<file path="src/logic/acr_pkg.sv">
// constants and types shared by the channel, range and dac-clear register block
`default_nettype none
package acr_pkg;
	localparam int          REG_W             = 16;
	localparam int          NUM_IN            = 16;
	localparam int          NUM_DAC           = 12;
	localparam int          NUM_ALARM         = 13;
	// register word indices; byte address is four times the index
	localparam logic [7:0]  IDX_CH_LOWER      = 8'h50;
	localparam logic [7:0]  IDX_CH_UPPER      = 8'h51;
	localparam logic [7:0]  IDX_RANGE         = 8'h52;
	localparam logic [7:0]  IDX_CLR_SOURCE    = 8'h53;
	localparam logic [7:0]  IDX_CLR_EN        = 8'h54;
	localparam logic [7:0]  IDX_ALARM_STATUS  = 8'h60;
	localparam logic [7:0]  IDX_CONV_STATUS   = 8'h61;
	localparam logic [7:0]  IDX_DATA_BASE     = 8'h70;
	localparam logic [15:0] RST_CH_LOWER      = 16'h0000;
	localparam logic [15:0] RST_CH_UPPER      = 16'h0000;
	localparam logic [15:0] RST_RANGE         = 16'hffff;
	localparam logic [15:0] RST_CLR_SOURCE    = 16'h0004;
	localparam logic [15:0] RST_CLR_EN        = 16'h0000;
	// writable field masks
	localparam logic [15:0] MASK_CH_LOWER     = 16'h7fff;
	localparam logic [15:0] MASK_CH_UPPER     = 16'h7000;
	localparam logic [15:0] MASK_RANGE        = 16'hffff;
	localparam logic [15:0] MASK_CLR_SOURCE   = 16'h7ffc;
	localparam logic [15:0] MASK_CLR_EN       = 16'h7ff8;
	// field positions
	localparam int          POS_OVERTEMP      = 2;
	localparam int          POS_ALARM_LSB     = 2;
	localparam int          POS_DAC_EN_LSB    = 3;
	localparam int          POS_UPPER_LSB     = 12;
	localparam int          POS_LOWER_MSB     = 14;
	localparam int          POS_DIFF01        = 12;
	localparam int          POS_DIFF23        = 9;
	// scan slots: 15 lower bits then 3 upper bits
	localparam int          NUM_SLOT          = 18;
	localparam logic [4:0]  LAST_SLOT         = 5'd17;
	localparam logic [15:0] CONV_TIME_NS      = 16'd2000;
	localparam logic [15:0] CLK_PERIOD_NS     = 16'd5;
	localparam logic [15:0] CONV_CYCLES       = 16'((CONV_TIME_NS + CLK_PERIOD_NS - 16'd1) / CLK_PERIOD_NS);
	typedef enum logic [2:0] {
		SCAN_IDLE = 3'b001,
		SCAN_REQ  = 3'b010,
		SCAN_WAIT = 3'b100
	} acr_scan_e;
endpackage
`default_nettype wire

</file>
<file path="src/logic/acr_scan.sv">
// conversion scanner: walks enabled slots in fixed order and stores results
`timescale 1ns/1ps
`default_nettype none
module acr_scan (
	input  wire logic                  clock_i,
	input  wire logic                  reset_i,
	input  wire logic                  start_i,
	input  wire logic [17:0]           slot_en_i,
	input  wire logic [17:0]           slot_diff_i,
	input  wire logic [17:0]           slot_range_i,
	input  wire logic [11:0]           conv_data_i,
	output logic                       conv_start_o,
	output logic [3:0]                 conv_input_o,
	output logic                       conv_diff_o,
	output logic                       conv_range_o,
	output logic                       busy_o,
	output logic                       wr_o,
	output logic [3:0]                 wr_input_o,
	output logic [15:0]                wr_data_o
);
	import acr_pkg::*;
	acr_scan_e   state_reg;
	logic [4:0]  slot_reg;
	logic [15:0] wait_reg;
	logic [3:0]  in_of [NUM_SLOT];
	// lower bit 14..0 maps to inputs 0,1,pair0,2,3,pair2,4..12; upper to 13..15
	assign in_of = '{4'd0, 4'd1, 4'd0, 4'd2, 4'd3, 4'd2, 4'd4, 4'd5, 4'd6,
		4'd7, 4'd8, 4'd9, 4'd10, 4'd11, 4'd12, 4'd13, 4'd14, 4'd15};
	assign busy_o = (state_reg != SCAN_IDLE);
	always_ff @(posedge clock_i) begin
		conv_start_o <= 1'b0;
		wr_o <= 1'b0;
		if (reset_i) begin
			state_reg    <= SCAN_IDLE;
			slot_reg     <= '0;
			wait_reg     <= '0;
			conv_input_o <= '0;
			conv_diff_o  <= 1'b0;
			conv_range_o <= 1'b0;
			wr_input_o   <= '0;
			wr_data_o    <= '0;
		end else begin
			case (state_reg)
				SCAN_IDLE: begin
					slot_reg <= '0;
					if (start_i) begin
						state_reg <= SCAN_REQ;
					end
				end
				SCAN_REQ: begin
					// only slots whose bit is set are converted
					if (slot_en_i[slot_reg]) begin
						conv_start_o <= 1'b1;
						conv_input_o <= in_of[slot_reg];
						conv_diff_o  <= slot_diff_i[slot_reg];
						conv_range_o <= slot_range_i[slot_reg];
						wait_reg     <= CONV_CYCLES;
						state_reg    <= SCAN_WAIT;
					end else if (slot_reg == LAST_SLOT) begin
						state_reg <= SCAN_IDLE;
					end else begin
						slot_reg <= slot_reg + 5'd1;
					end
				end
				SCAN_WAIT: begin
					if (wait_reg <= 16'd1) begin
						wr_o       <= 1'b1;
						wr_input_o <= conv_input_o;
						// differential: sign-extended two's complement
						// single-ended: zero-extended straight binary
						wr_data_o  <= conv_diff_o ? {{4{conv_data_i[11]}}, conv_data_i}
							: {4'h0, conv_data_i};
						if (slot_reg == LAST_SLOT) begin
							state_reg <= SCAN_IDLE;
						end else begin
							slot_reg  <= slot_reg + 5'd1;
							state_reg <= SCAN_REQ;
						end
					end else begin
						wait_reg <= wait_reg - 16'd1;
					end
				end
				default: state_reg <= SCAN_IDLE;
			endcase
		end
	end
endmodule
`default_nettype wire

</file>
<file path="src/logic/acr_regs.sv">
// register bank for scan select, input range and alarm-driven dac clear
`timescale 1ns/1ps
`default_nettype none
module acr_regs (
	input  wire logic                  clock_i,
	input  wire logic                  reset_i,
	input  wire logic                  wb_cyc_i,
	input  wire logic                  wb_stb_i,
	input  wire logic                  wb_we_i,
	input  wire logic [9:0]            wb_adr_i,
	input  wire logic [3:0]            wb_sel_i,
	input  wire logic [31:0]           wb_dat_i,
	output logic [31:0]                wb_dat_o,
	output logic                       wb_ack_o,
	output logic                       wb_err_o,
	input  wire logic [12:0]           alarm_flags_i,
	input  wire logic                  dac_auto_mode_i,
	input  wire logic [11:0]           conv_data_i,
	output logic                       conv_start_o,
	output logic [3:0]                 conv_input_o,
	output logic                       conv_diff_o,
	output logic                       conv_range_o,
	output logic [11:0]                dac_clear_o
);
	import acr_pkg::*;
	logic [15:0] ch_lower_reg;
	logic [15:0] ch_upper_reg;
	logic [15:0] range_reg;
	logic [15:0] clr_source_reg;
	logic [15:0] clr_en_reg;
	logic [15:0] data_reg [NUM_IN];
	logic [12:0] flag_s1_reg;
	logic [12:0] flag_s2_reg;
	logic [11:0] dac_clear_reg;
	logic        mode_s1_reg;
	logic        mode_s2_reg;
	logic        req;
	logic        ack_reg;
	logic        err_reg;
	logic [7:0]  idx;
	logic        hit;
	logic        wr_en;
	logic [15:0] lane_mask;
	logic [15:0] rd_data;
	logic        busy;
	logic        scan_wr;
	logic [3:0]  scan_wr_input;
	logic [15:0] scan_wr_data;
	logic [17:0] slot_en;
	logic [17:0] slot_diff;
	logic [17:0] slot_range;
	logic        start_pending_reg;
	logic [12:0] source_en;
	logic [11:0] clear_next;

	assign idx       = wb_adr_i[9:2];
	assign req       = wb_cyc_i && wb_stb_i && !ack_reg && !err_reg;
	assign lane_mask = {{8{wb_sel_i[1]}}, {8{wb_sel_i[0]}}};
	assign hit = (idx == IDX_CH_LOWER) || (idx == IDX_CH_UPPER) || (idx == IDX_RANGE)
		|| (idx == IDX_CLR_SOURCE) || (idx == IDX_CLR_EN) || (idx == IDX_ALARM_STATUS)
		|| (idx == IDX_CONV_STATUS) || (idx[7:4] == IDX_DATA_BASE[7:4]);
	assign wr_en     = req && hit && wb_we_i;
	assign wb_ack_o  = ack_reg;
	assign wb_err_o  = err_reg;

	// one-cycle answer: ack for mapped, err for unmapped
	always_ff @(posedge clock_i) begin
		if (reset_i) begin
			ack_reg <= 1'b0;
			err_reg <= 1'b0;
		end else begin
			ack_reg <= req && hit;
			err_reg <= req && !hit;
		end
	end

	// writable fields only; reserved bits stay zero
	function automatic logic [15:0] merge(input logic [15:0] old, input logic [15:0] wmask);
		merge = ((old & ~lane_mask) | (wb_dat_i[15:0] & lane_mask)) & wmask;
	endfunction

	always_ff @(posedge clock_i) begin
		if (reset_i) begin
			ch_lower_reg <= RST_CH_LOWER;
			ch_upper_reg <= RST_CH_UPPER;
			range_reg    <= RST_RANGE;
			clr_source_reg <= RST_CLR_SOURCE;
			clr_en_reg   <= RST_CLR_EN;
		end else if (wr_en) begin
			if (idx == IDX_CH_LOWER) begin
				ch_lower_reg <= merge(ch_lower_reg, MASK_CH_LOWER);
			end
			if (idx == IDX_CH_UPPER) begin
				ch_upper_reg <= merge(ch_upper_reg, MASK_CH_UPPER);
			end
			if (idx == IDX_RANGE) begin
				range_reg <= merge(range_reg, MASK_RANGE);
			end
			if (idx == IDX_CLR_SOURCE) begin
				clr_source_reg <= merge(clr_source_reg, MASK_CLR_SOURCE);
			end
			if (idx == IDX_CLR_EN) begin
				clr_en_reg <= merge(clr_en_reg, MASK_CLR_EN);
			end
		end
	end

	// a write to either select register launches one scan pass
	always_ff @(posedge clock_i) begin
		if (reset_i) begin
			start_pending_reg <= 1'b0;
		end else if (wr_en && (idx == IDX_CH_LOWER || idx == IDX_CH_UPPER)) begin
			start_pending_reg <= 1'b1;
		end else if (!busy) begin
			start_pending_reg <= 1'b0;
		end
	end

	// slot order: lower bits 14..0 then upper bits 14..12
	genvar g;
	generate
		for (g = 0; g < 15; g++) begin : g_lower
			assign slot_en[g] = ch_lower_reg[POS_LOWER_MSB - g];
		end
		for (g = 0; g < 3; g++) begin : g_upper
			assign slot_en[15 + g] = ch_upper_reg[POS_LOWER_MSB - g];
		end
	endgenerate
	assign slot_diff = 18'h00024;

	// range per slot: bit 15-n for input n, pairs follow inputs 0 and 2
	assign slot_range = {range_reg[0], range_reg[1], range_reg[2], range_reg[3],
		range_reg[4], range_reg[5], range_reg[6], range_reg[7], range_reg[8],
		range_reg[9], range_reg[10], range_reg[11], range_reg[13], range_reg[12],
		range_reg[13], range_reg[15], range_reg[14], range_reg[15]};

	acr_scan u_scan (
		.clock_i      (clock_i),
		.reset_i      (reset_i),
		.start_i      (start_pending_reg),
		.slot_en_i    (slot_en),
		.slot_diff_i  (slot_diff),
		.slot_range_i (slot_range),
		.conv_data_i  (conv_data_i),
		.conv_start_o (conv_start_o),
		.conv_input_o (conv_input_o),
		.conv_diff_o  (conv_diff_o),
		.conv_range_o (conv_range_o),
		.busy_o       (busy),
		.wr_o         (scan_wr),
		.wr_input_o   (scan_wr_input),
		.wr_data_o    (scan_wr_data)
	);

	// each result lands in its own input's data register
	always_ff @(posedge clock_i) begin
		if (reset_i) begin
			for (int i = 0; i < NUM_IN; i++) begin
				data_reg[i] <= '0;
			end
		end else if (scan_wr) begin
			data_reg[scan_wr_input] <= scan_wr_data;
		end
	end

	// alarm flags and dac mode come from other logic; synchronise
	always_ff @(posedge clock_i) begin
		if (reset_i) begin
			flag_s1_reg <= '0;
			flag_s2_reg <= '0;
			mode_s1_reg <= 1'b0;
			mode_s2_reg <= 1'b0;
		end else begin
			flag_s1_reg <= alarm_flags_i;
			flag_s2_reg <= flag_s1_reg;
			mode_s1_reg <= dac_auto_mode_i;
			mode_s2_reg <= mode_s1_reg;
		end
	end

	// clear ignores dac mode on purpose
	always_comb begin
		source_en  = clr_source_reg[POS_ALARM_LSB +: NUM_ALARM] & flag_s2_reg;
		clear_next = '0;
		// generic alarms need the per-dac enable
		if (|source_en[12:1]) begin
			clear_next = clr_en_reg[POS_DAC_EN_LSB +: NUM_DAC];
		end
		// overtemp clears every dac
		if (source_en[0]) begin
			clear_next = '1;
		end
	end

	always_ff @(posedge clock_i) begin
		if (reset_i) begin
			dac_clear_reg <= '0;
		end else begin
			dac_clear_reg <= clear_next;
		end
	end
	assign dac_clear_o = dac_clear_reg;

	always_comb begin
		rd_data = 16'h0000;
		case (idx)
			IDX_CH_LOWER:     rd_data = ch_lower_reg;
			IDX_CH_UPPER:     rd_data = ch_upper_reg;
			IDX_RANGE:        rd_data = range_reg;
			IDX_CLR_SOURCE:   rd_data = clr_source_reg;
			IDX_CLR_EN:       rd_data = clr_en_reg;
			IDX_ALARM_STATUS: rd_data = {1'b0, flag_s2_reg, 2'b00};
			IDX_CONV_STATUS:  rd_data = {14'h0000, mode_s2_reg, busy};
			default: begin
				if (idx[7:4] == IDX_DATA_BASE[7:4]) begin
					rd_data = data_reg[idx[3:0]];
				end
			end
		endcase
	end

	always_ff @(posedge clock_i) begin
		if (reset_i) begin
			wb_dat_o <= '0;
		end else if (req && hit && !wb_we_i) begin
			wb_dat_o <= {16'h0000, rd_data};
		end
	end
endmodule
`default_nettype wire

</file>
<file path="config.mk">
export PLATFORM = sky130hd
export DESIGN_NAME = acr_regs
export DESIGN_NICKNAME = d
export VERILOG_FILES = /design/src/logic/acr_pkg.sv /design/src/logic/acr_scan.sv /design/src/logic/acr_regs.sv
export SDC_FILE = /design/constraint.sdc
export NUM_CORES = 1
export LEC_CHECK = 0
export ABC_AREA = 0
export BUFFER_PORTS_ARGS = -buffer_cell sky130_fd_sc_hd__buf_2
export CAP_MARGIN = 20
export CORE_AREA = 5 5 156 233
export CTS_CLUSTER_DIAMETER = 150
export CTS_CLUSTER_SIZE = 16
export DETAILED_ROUTE_END_ITERATION = 16
export DIE_AREA = 0 0 161 238
export HOLD_SLACK_MARGIN = 0.03
export MAX_ROUTING_LAYER = met4
export PLACE_DENSITY = 0.75
export SLEW_MARGIN = 10
export SYNTH_ARGS = -nofsm -noshare
export SYNTH_HDL_FRONTEND = slang
export SYNTH_SLANG_ARGS = --single-unit
export TNS_END_PERCENT = 30
</file>
<file path="constraint.sdc">
create_clock -name clock_i -period 3.22 [get_ports clock_i]
set_input_delay 0.322 -clock clock_i [delete_from_list [all_inputs] [get_ports clock_i]]
set_output_delay 0.322 -clock clock_i [all_outputs]
set_load 0.01 [all_outputs]
</file>
==> results of run 1 <==
cell type report:
| cell class | instances | area share (%) |
|---|---|---|
| repair buffers | 166 | 5.954 |
| well taps | 425 | 2.853 |
| clock inverters | 1 | 0.06041 |
| clock buffers | 42 | 3.927 |
| inverters | 10 | 0.2014 |
| flip-flops and latches | 375 | 51.45 |
| multi-input cells | 916 | 35.56 |
through the flow:
stage / cell area, µm² / power, W / util (%)
finish: 18640 / 0.008854 / 54.72
global route: 18640 / 0.009128 / 54.72
CTS: 18640 / 0.008902 / 54.72
detailed placement: 17600 / 0.005802 / 51.66
global placement: 17600 / 0.005785 / 51.66
floorplan: 16780 / 0.005609 / -
cells in the mapped netlist, drive strengths merged (14+ instances only):
master / instances / area, µm²
and2: 210 / 1314
edfxtp: 208 / 6246
dfxtp: 167 / 3343
nor2: 146 / 550.5
nand2: 85 / 319.1
clkbuf: 75 / 282.8
mux2i: 70 / 700.7
mux4: 69 / 1554
a21oi: 63 / 315.3
buf: 40 / 254.0
nor3: 36 / 180.2
nor2b: 34 / 212.7
nand3: 22 / 130.1
or2: 21 / 131.4
o21ai: 18 / 93.84
a211oi: 14 / 105.1
path summary, 6_finish.rpt:
| path | startpoint | endpoint | slack (ns) | cells after the start |
|---|---|---|---|---|
| setup / recovery | u_scan.slot_reg[1] | u_scan.wait_reg[12] | 0.26 | 7 |
| hold reg to reg | flag_s1_reg[8] | flag_s2_reg[8] | 0.44 | 1 |
| setup reg to reg | u_scan.slot_reg[1] | u_scan.wait_reg[12] | 0.26 | 7 |
| hold / removal | wb_cyc_i | wb_err_o | 0.06 | 3 |
cell families after synthesis:
group,share of synthesized area (%)
simple gates,18.94
flops,57.33
compound gates,5.431
mux,13.48
buf+inv,3.434
xor+xnor,0.8378
fa+ha+maj,0.5236
other cells,0.02242
power breakdown:
| part | internal [W] | switching, W |
|---|---|---|
| clock network | 0.00156 | 0.00157 |
| logic | 0.000226 | 0.000311 |
| registers | 0.00514 | 0.0000390 |
| total | 0.00693 | 0.00192 |
critical path, delay by kind of cell, from the launching register on:
family           cells  cell delay [ns]
flip-flops           1             0.71
multiplexers         1             0.31
AND/OR/NAND/NOR      6             1.80
metal layers:
layer / wire length (µm) / share of wire, % / GRT usage, %
met1: 15260 / 36 / 24.80
met2: 22810 / 53 / 41.34
met3: 2165 / 5.1 / 2.229
met4: 2509 / 5.9 / 11.80
met5: 0 / 0 / -
==> run metrics, run 1 <==
Vias/cell approximately 6; worst slack, placed approximately 0.32 ns; Initial Util 49.10%; Synth Cell Area 0.01673 mm²; drt drc 0; worst skew pair latency 0.55 ns; Period Utilization, post-route 91.82%; Avg WL per Cell approximately 22 µm; Async S/R FF share, synth 0%; Seq/Total Area, Yosys approximately 57%; Filler cells 2,805; clock skew approximately 0.015 ns; gpl congestion 0.9365; Synth Area per Inst about 12 µm²; share of cells above drive strength 1 between 10% and 20%; FMAX between 0.3 and 0.4 GHz; cts repair resizes 0; Pwr Density approximately 480 mW/mm²; Worst Path Arrival between 3 and 4 ns; Reg clk slew, reported paths 0.07 ns; worst slew pin tran between 0.7 and 0.8 ns; core area between 0.03 and 0.04 mm²; RSZ-0062 raised after global routing no; IO Port Bufs between 90 and 100; routed wire length 42.75 mm; hpwl dp ~30 mm; VDD IR max 0.3063 mV; worst-path cell chain mux4_2 > nor4b_1 > nor4_2 > and2_1 > nor2_1 > or2_1 > nor2_1; FF/Latch Area 0.009589 mm²; Slew Limit Fails 0; Post-Synthesis Cells 1,401; Placed Cells around 1,900; fin crit period just under 3 ns; CTS Buf Count 27; first-pass GRT wire length approximately 65 mm; die area roughly 0.038 mm²; Final setup viols 0; Die Span Y between 200 and 250 µm; ANT cells 0; die extent in x approximately 160 µm; max-cap viol count 0; commonest non-fill, non-tap cell in the layout and2_1; area occupied by multi-input gates 0.006628 mm²; Final Hold Fails 0; class of the worst hold path in2reg; initial antenna violation count 0; Unique masters post-synth between 60 and 70; Critical Path Fanout Max 13; Crit path required time 3.65 ns; commonest cells after routing, fill and taps aside 209 x and2_1, 208 x edfxtp_1, 167 x dfxtp_1; leak pwr between 7 and 8 nW; post-route insts no fill about 1,900; post-layout net count around 1,600; most used cell, CP nor2_1; gr ovfl total 0; Worst setup EP type flop; clock tree buffer depth 3; Post-CTS Repair Setup Buffers 0; Hold-fix buffers, CTS 30; DRT antenna net count 0; main flop type after synthesis edfxtp_1; Worst slew margin 47.93%; Setup TNS Final 0 ns; WS Path Type reg2reg; Clock Sinks between 300 and 400; H-tree depth 1; vias in the first global route around 11,000; via count around 11,000; clk root buf clkbuf_16; max incr delay on CP around 0.7 ns; fin worst setup slack between 0.2 and 0.3 ns; final hold slack roughly 0.064 ns; io pins 130; crit start category flop; Syn. warnings 0; Yosys reg bits 375; CTS tree done; largest net degree at the start of global routing approximately 150; slowest stage cell on the critical path dfxtp_1; Layout area overhead 11.44%; Row Count slightly above 80; DRT Pass-1 Iters 7; drt first-iter violations between 800 and 900; status complete, no violations; Total GRT Usage a little under a quarter; Post-synth EDFFs about 210
Power figures use the tool's default switching activity.
==> inputs of run 2 (changes only) <==
Settings changed: PLACE_DENSITY 0.75 to unset, PLACE_DENSITY_LB_ADDON set to 0.2.
==> run metrics, run 2 (same netlist as run 1, synthesis figures left out) <==
status complete, no violations; Critical Path Fanout Max 10; r2r startpoint u_scan.slot_reg[1]; first-pass GRT wire length about 63 mm; largest net degree at the start of global routing 186; Total GRT Usage between 20% and 30%; vias in the first global route 10,980; clk root buf clkbuf_16; slowest stage cell on the critical path dfxtp_1; post-layout net count between 1,500 and 2,000; Period Utilization, post-route a little over four fifths; Vias/cell between 5 and 6; gr ovfl total 0; Worst Path Arrival approximately 3.2 ns; clock skew between 0.015 and 0.02 ns; Slew Limit Fails 0; commonest cells after routing, fill and taps aside 209 x and2_1, 208 x edfxtp_1, 167 x dfxtp_1; Row Count between 80 and 90; FF-to-FF path depth 8; Avg WL per Cell around 21 µm; Setup TNS Final 0 ns; WS Path Type reg2reg; worst-path cell chain buf_4 > mux2i_1 > nor4_1 > nor4_2 > nand2_1 > o21ai_0 > nand2_1 > o31ai_1; CP top delay family simple AND/OR/NAND/NOR gates; class of the worst hold path in2reg; cts repair resizes 0; max-cap viol count 0; RSZ-0062 raised after global routing no; most used cell, CP nand2_1; fin crit period between 2 and 3 ns; IO Port Bufs 93; gpl congestion between 0.9 and 1; r2r setup slk around 0.5 ns; initial antenna violation count 0; ANT cells 0; die area around 0.038 mm²; routed wire length between 40 and 50 mm; Hold-fix buffers, CTS 30; Final setup viols 0; H-tree depth 1; clock tree buffer depth 3; FMAX roughly 0.37 GHz; Crit Reg-Reg Endpoint u_scan.slot_reg[0]; crit start category flop; hpwl dp approximately 29 mm; drt drc 0; worst slew pin tran between 0.8 and 0.9 ns; DRT antenna net count 0; CP Buf/Inv Count 1; Worst setup EP type flop; Pwr Density between 400 and 500 mW/mm²; core area approximately 0.034 mm²; Initial Util 49.10%; Crit path required time around 3.7 ns; Final Hold Fails 0; Layout area overhead 11.60%; Reg clk slew, reported paths roughly 0.080 ns; Die Span Y roughly 240 µm; commonest non-fill, non-tap cell in the layout and2_1; max incr delay on CP between 0.5 and 0.6 ns; number of cells on the critical path 8; via count ~11,000; Post-CTS Repair Setup Buffers 0; die extent in x between 150 and 200 µm; VDD IR max 0.2824 mV; Worst slew margin between 40 and 50%; worst skew pair latency 0.57 ns; DRT Pass-1 Iters 7; share of cells above drive strength 1 between 10% and 20%; Clock Sinks 375; Setup crit end u_scan.slot_reg[0]; leak pwr a little over 7 nW; drt first-iter violations 720; io pins 130; CTS tree done; Final Power around 0.0089 W; CTS Buf Count 27; Crit. Startpoint u_scan.slot_reg[1]
[run 2: area by class of cell]
class,count,area [µm²]
clock inverter,2,20.02
sequential,375,9589
multi-input combinational,916,6628
clock buffer,43,735.7
tap,425,531.8
fill,2923,15400
inverter,10,37.54
timing repair buffer,168,1125
[run 2: stage by stage]
step	area, µm²	setup WS (ns)	cells	util, %	hold slack [ns]
2_1_floorplan	16780	0.9454	1416	-	0.4138
3_3_place_gp	17610	0.3173	1864	51.70	0.4186
3_5_place_dp	17610	0.3054	1864	51.70	0.4260
4_1_cts	18670	0.5120	1939	54.80	0.04510
5_1_grt	18670	0.3236	1939	54.80	0.06640
6_report	18670	0.4962	1939	54.80	0.06754
[run 2: routing by layer]
layer  GRT usage [%]  share of wire (%)  vias up
li1                -                  -     5149
met1           23.04                 36     5289
met2           40.04                 55      260
met3           2.367                3.7       93
met4           10.04                5.2        0
met5               -                  0        -
[run 2: worst min-delay path by stage]
stage                               start              end  slack [ns]  cells after the start
final                        wb_dat_i[11]             flop        0.07                      3
after global routing          wb_dat_i[2]             flop        0.07                      3
after CTS                     wb_dat_i[2]             flop        0.05                      3
after detailed placement   flag_s1_reg[5]   flag_s2_reg[5]        0.43                      1
after global placement    flag_s1_reg[10]  flag_s2_reg[10]        0.42                      1
after floorplan            flag_s1_reg[0]   flag_s2_reg[0]        0.41                      1
[run 2: worst min-delay path: cells and delay by family]
family / cells / cell delay (ns)
buffers and inverters: 1 / 0.13
muxes: 1 / 0.08
and+or+nand+nor: 1 / 0.07
[run 2: report_power, final]
group | leakage [nW] | internal [W] | switching [W]
registers | 3.50 | 0.00514 | 0.0000387
logic | 3.26 | 0.000223 | 0.000286
clock network | 0.362 | 0.00157 | 0.00160
total | 7.12 | 0.00694 | 0.00193
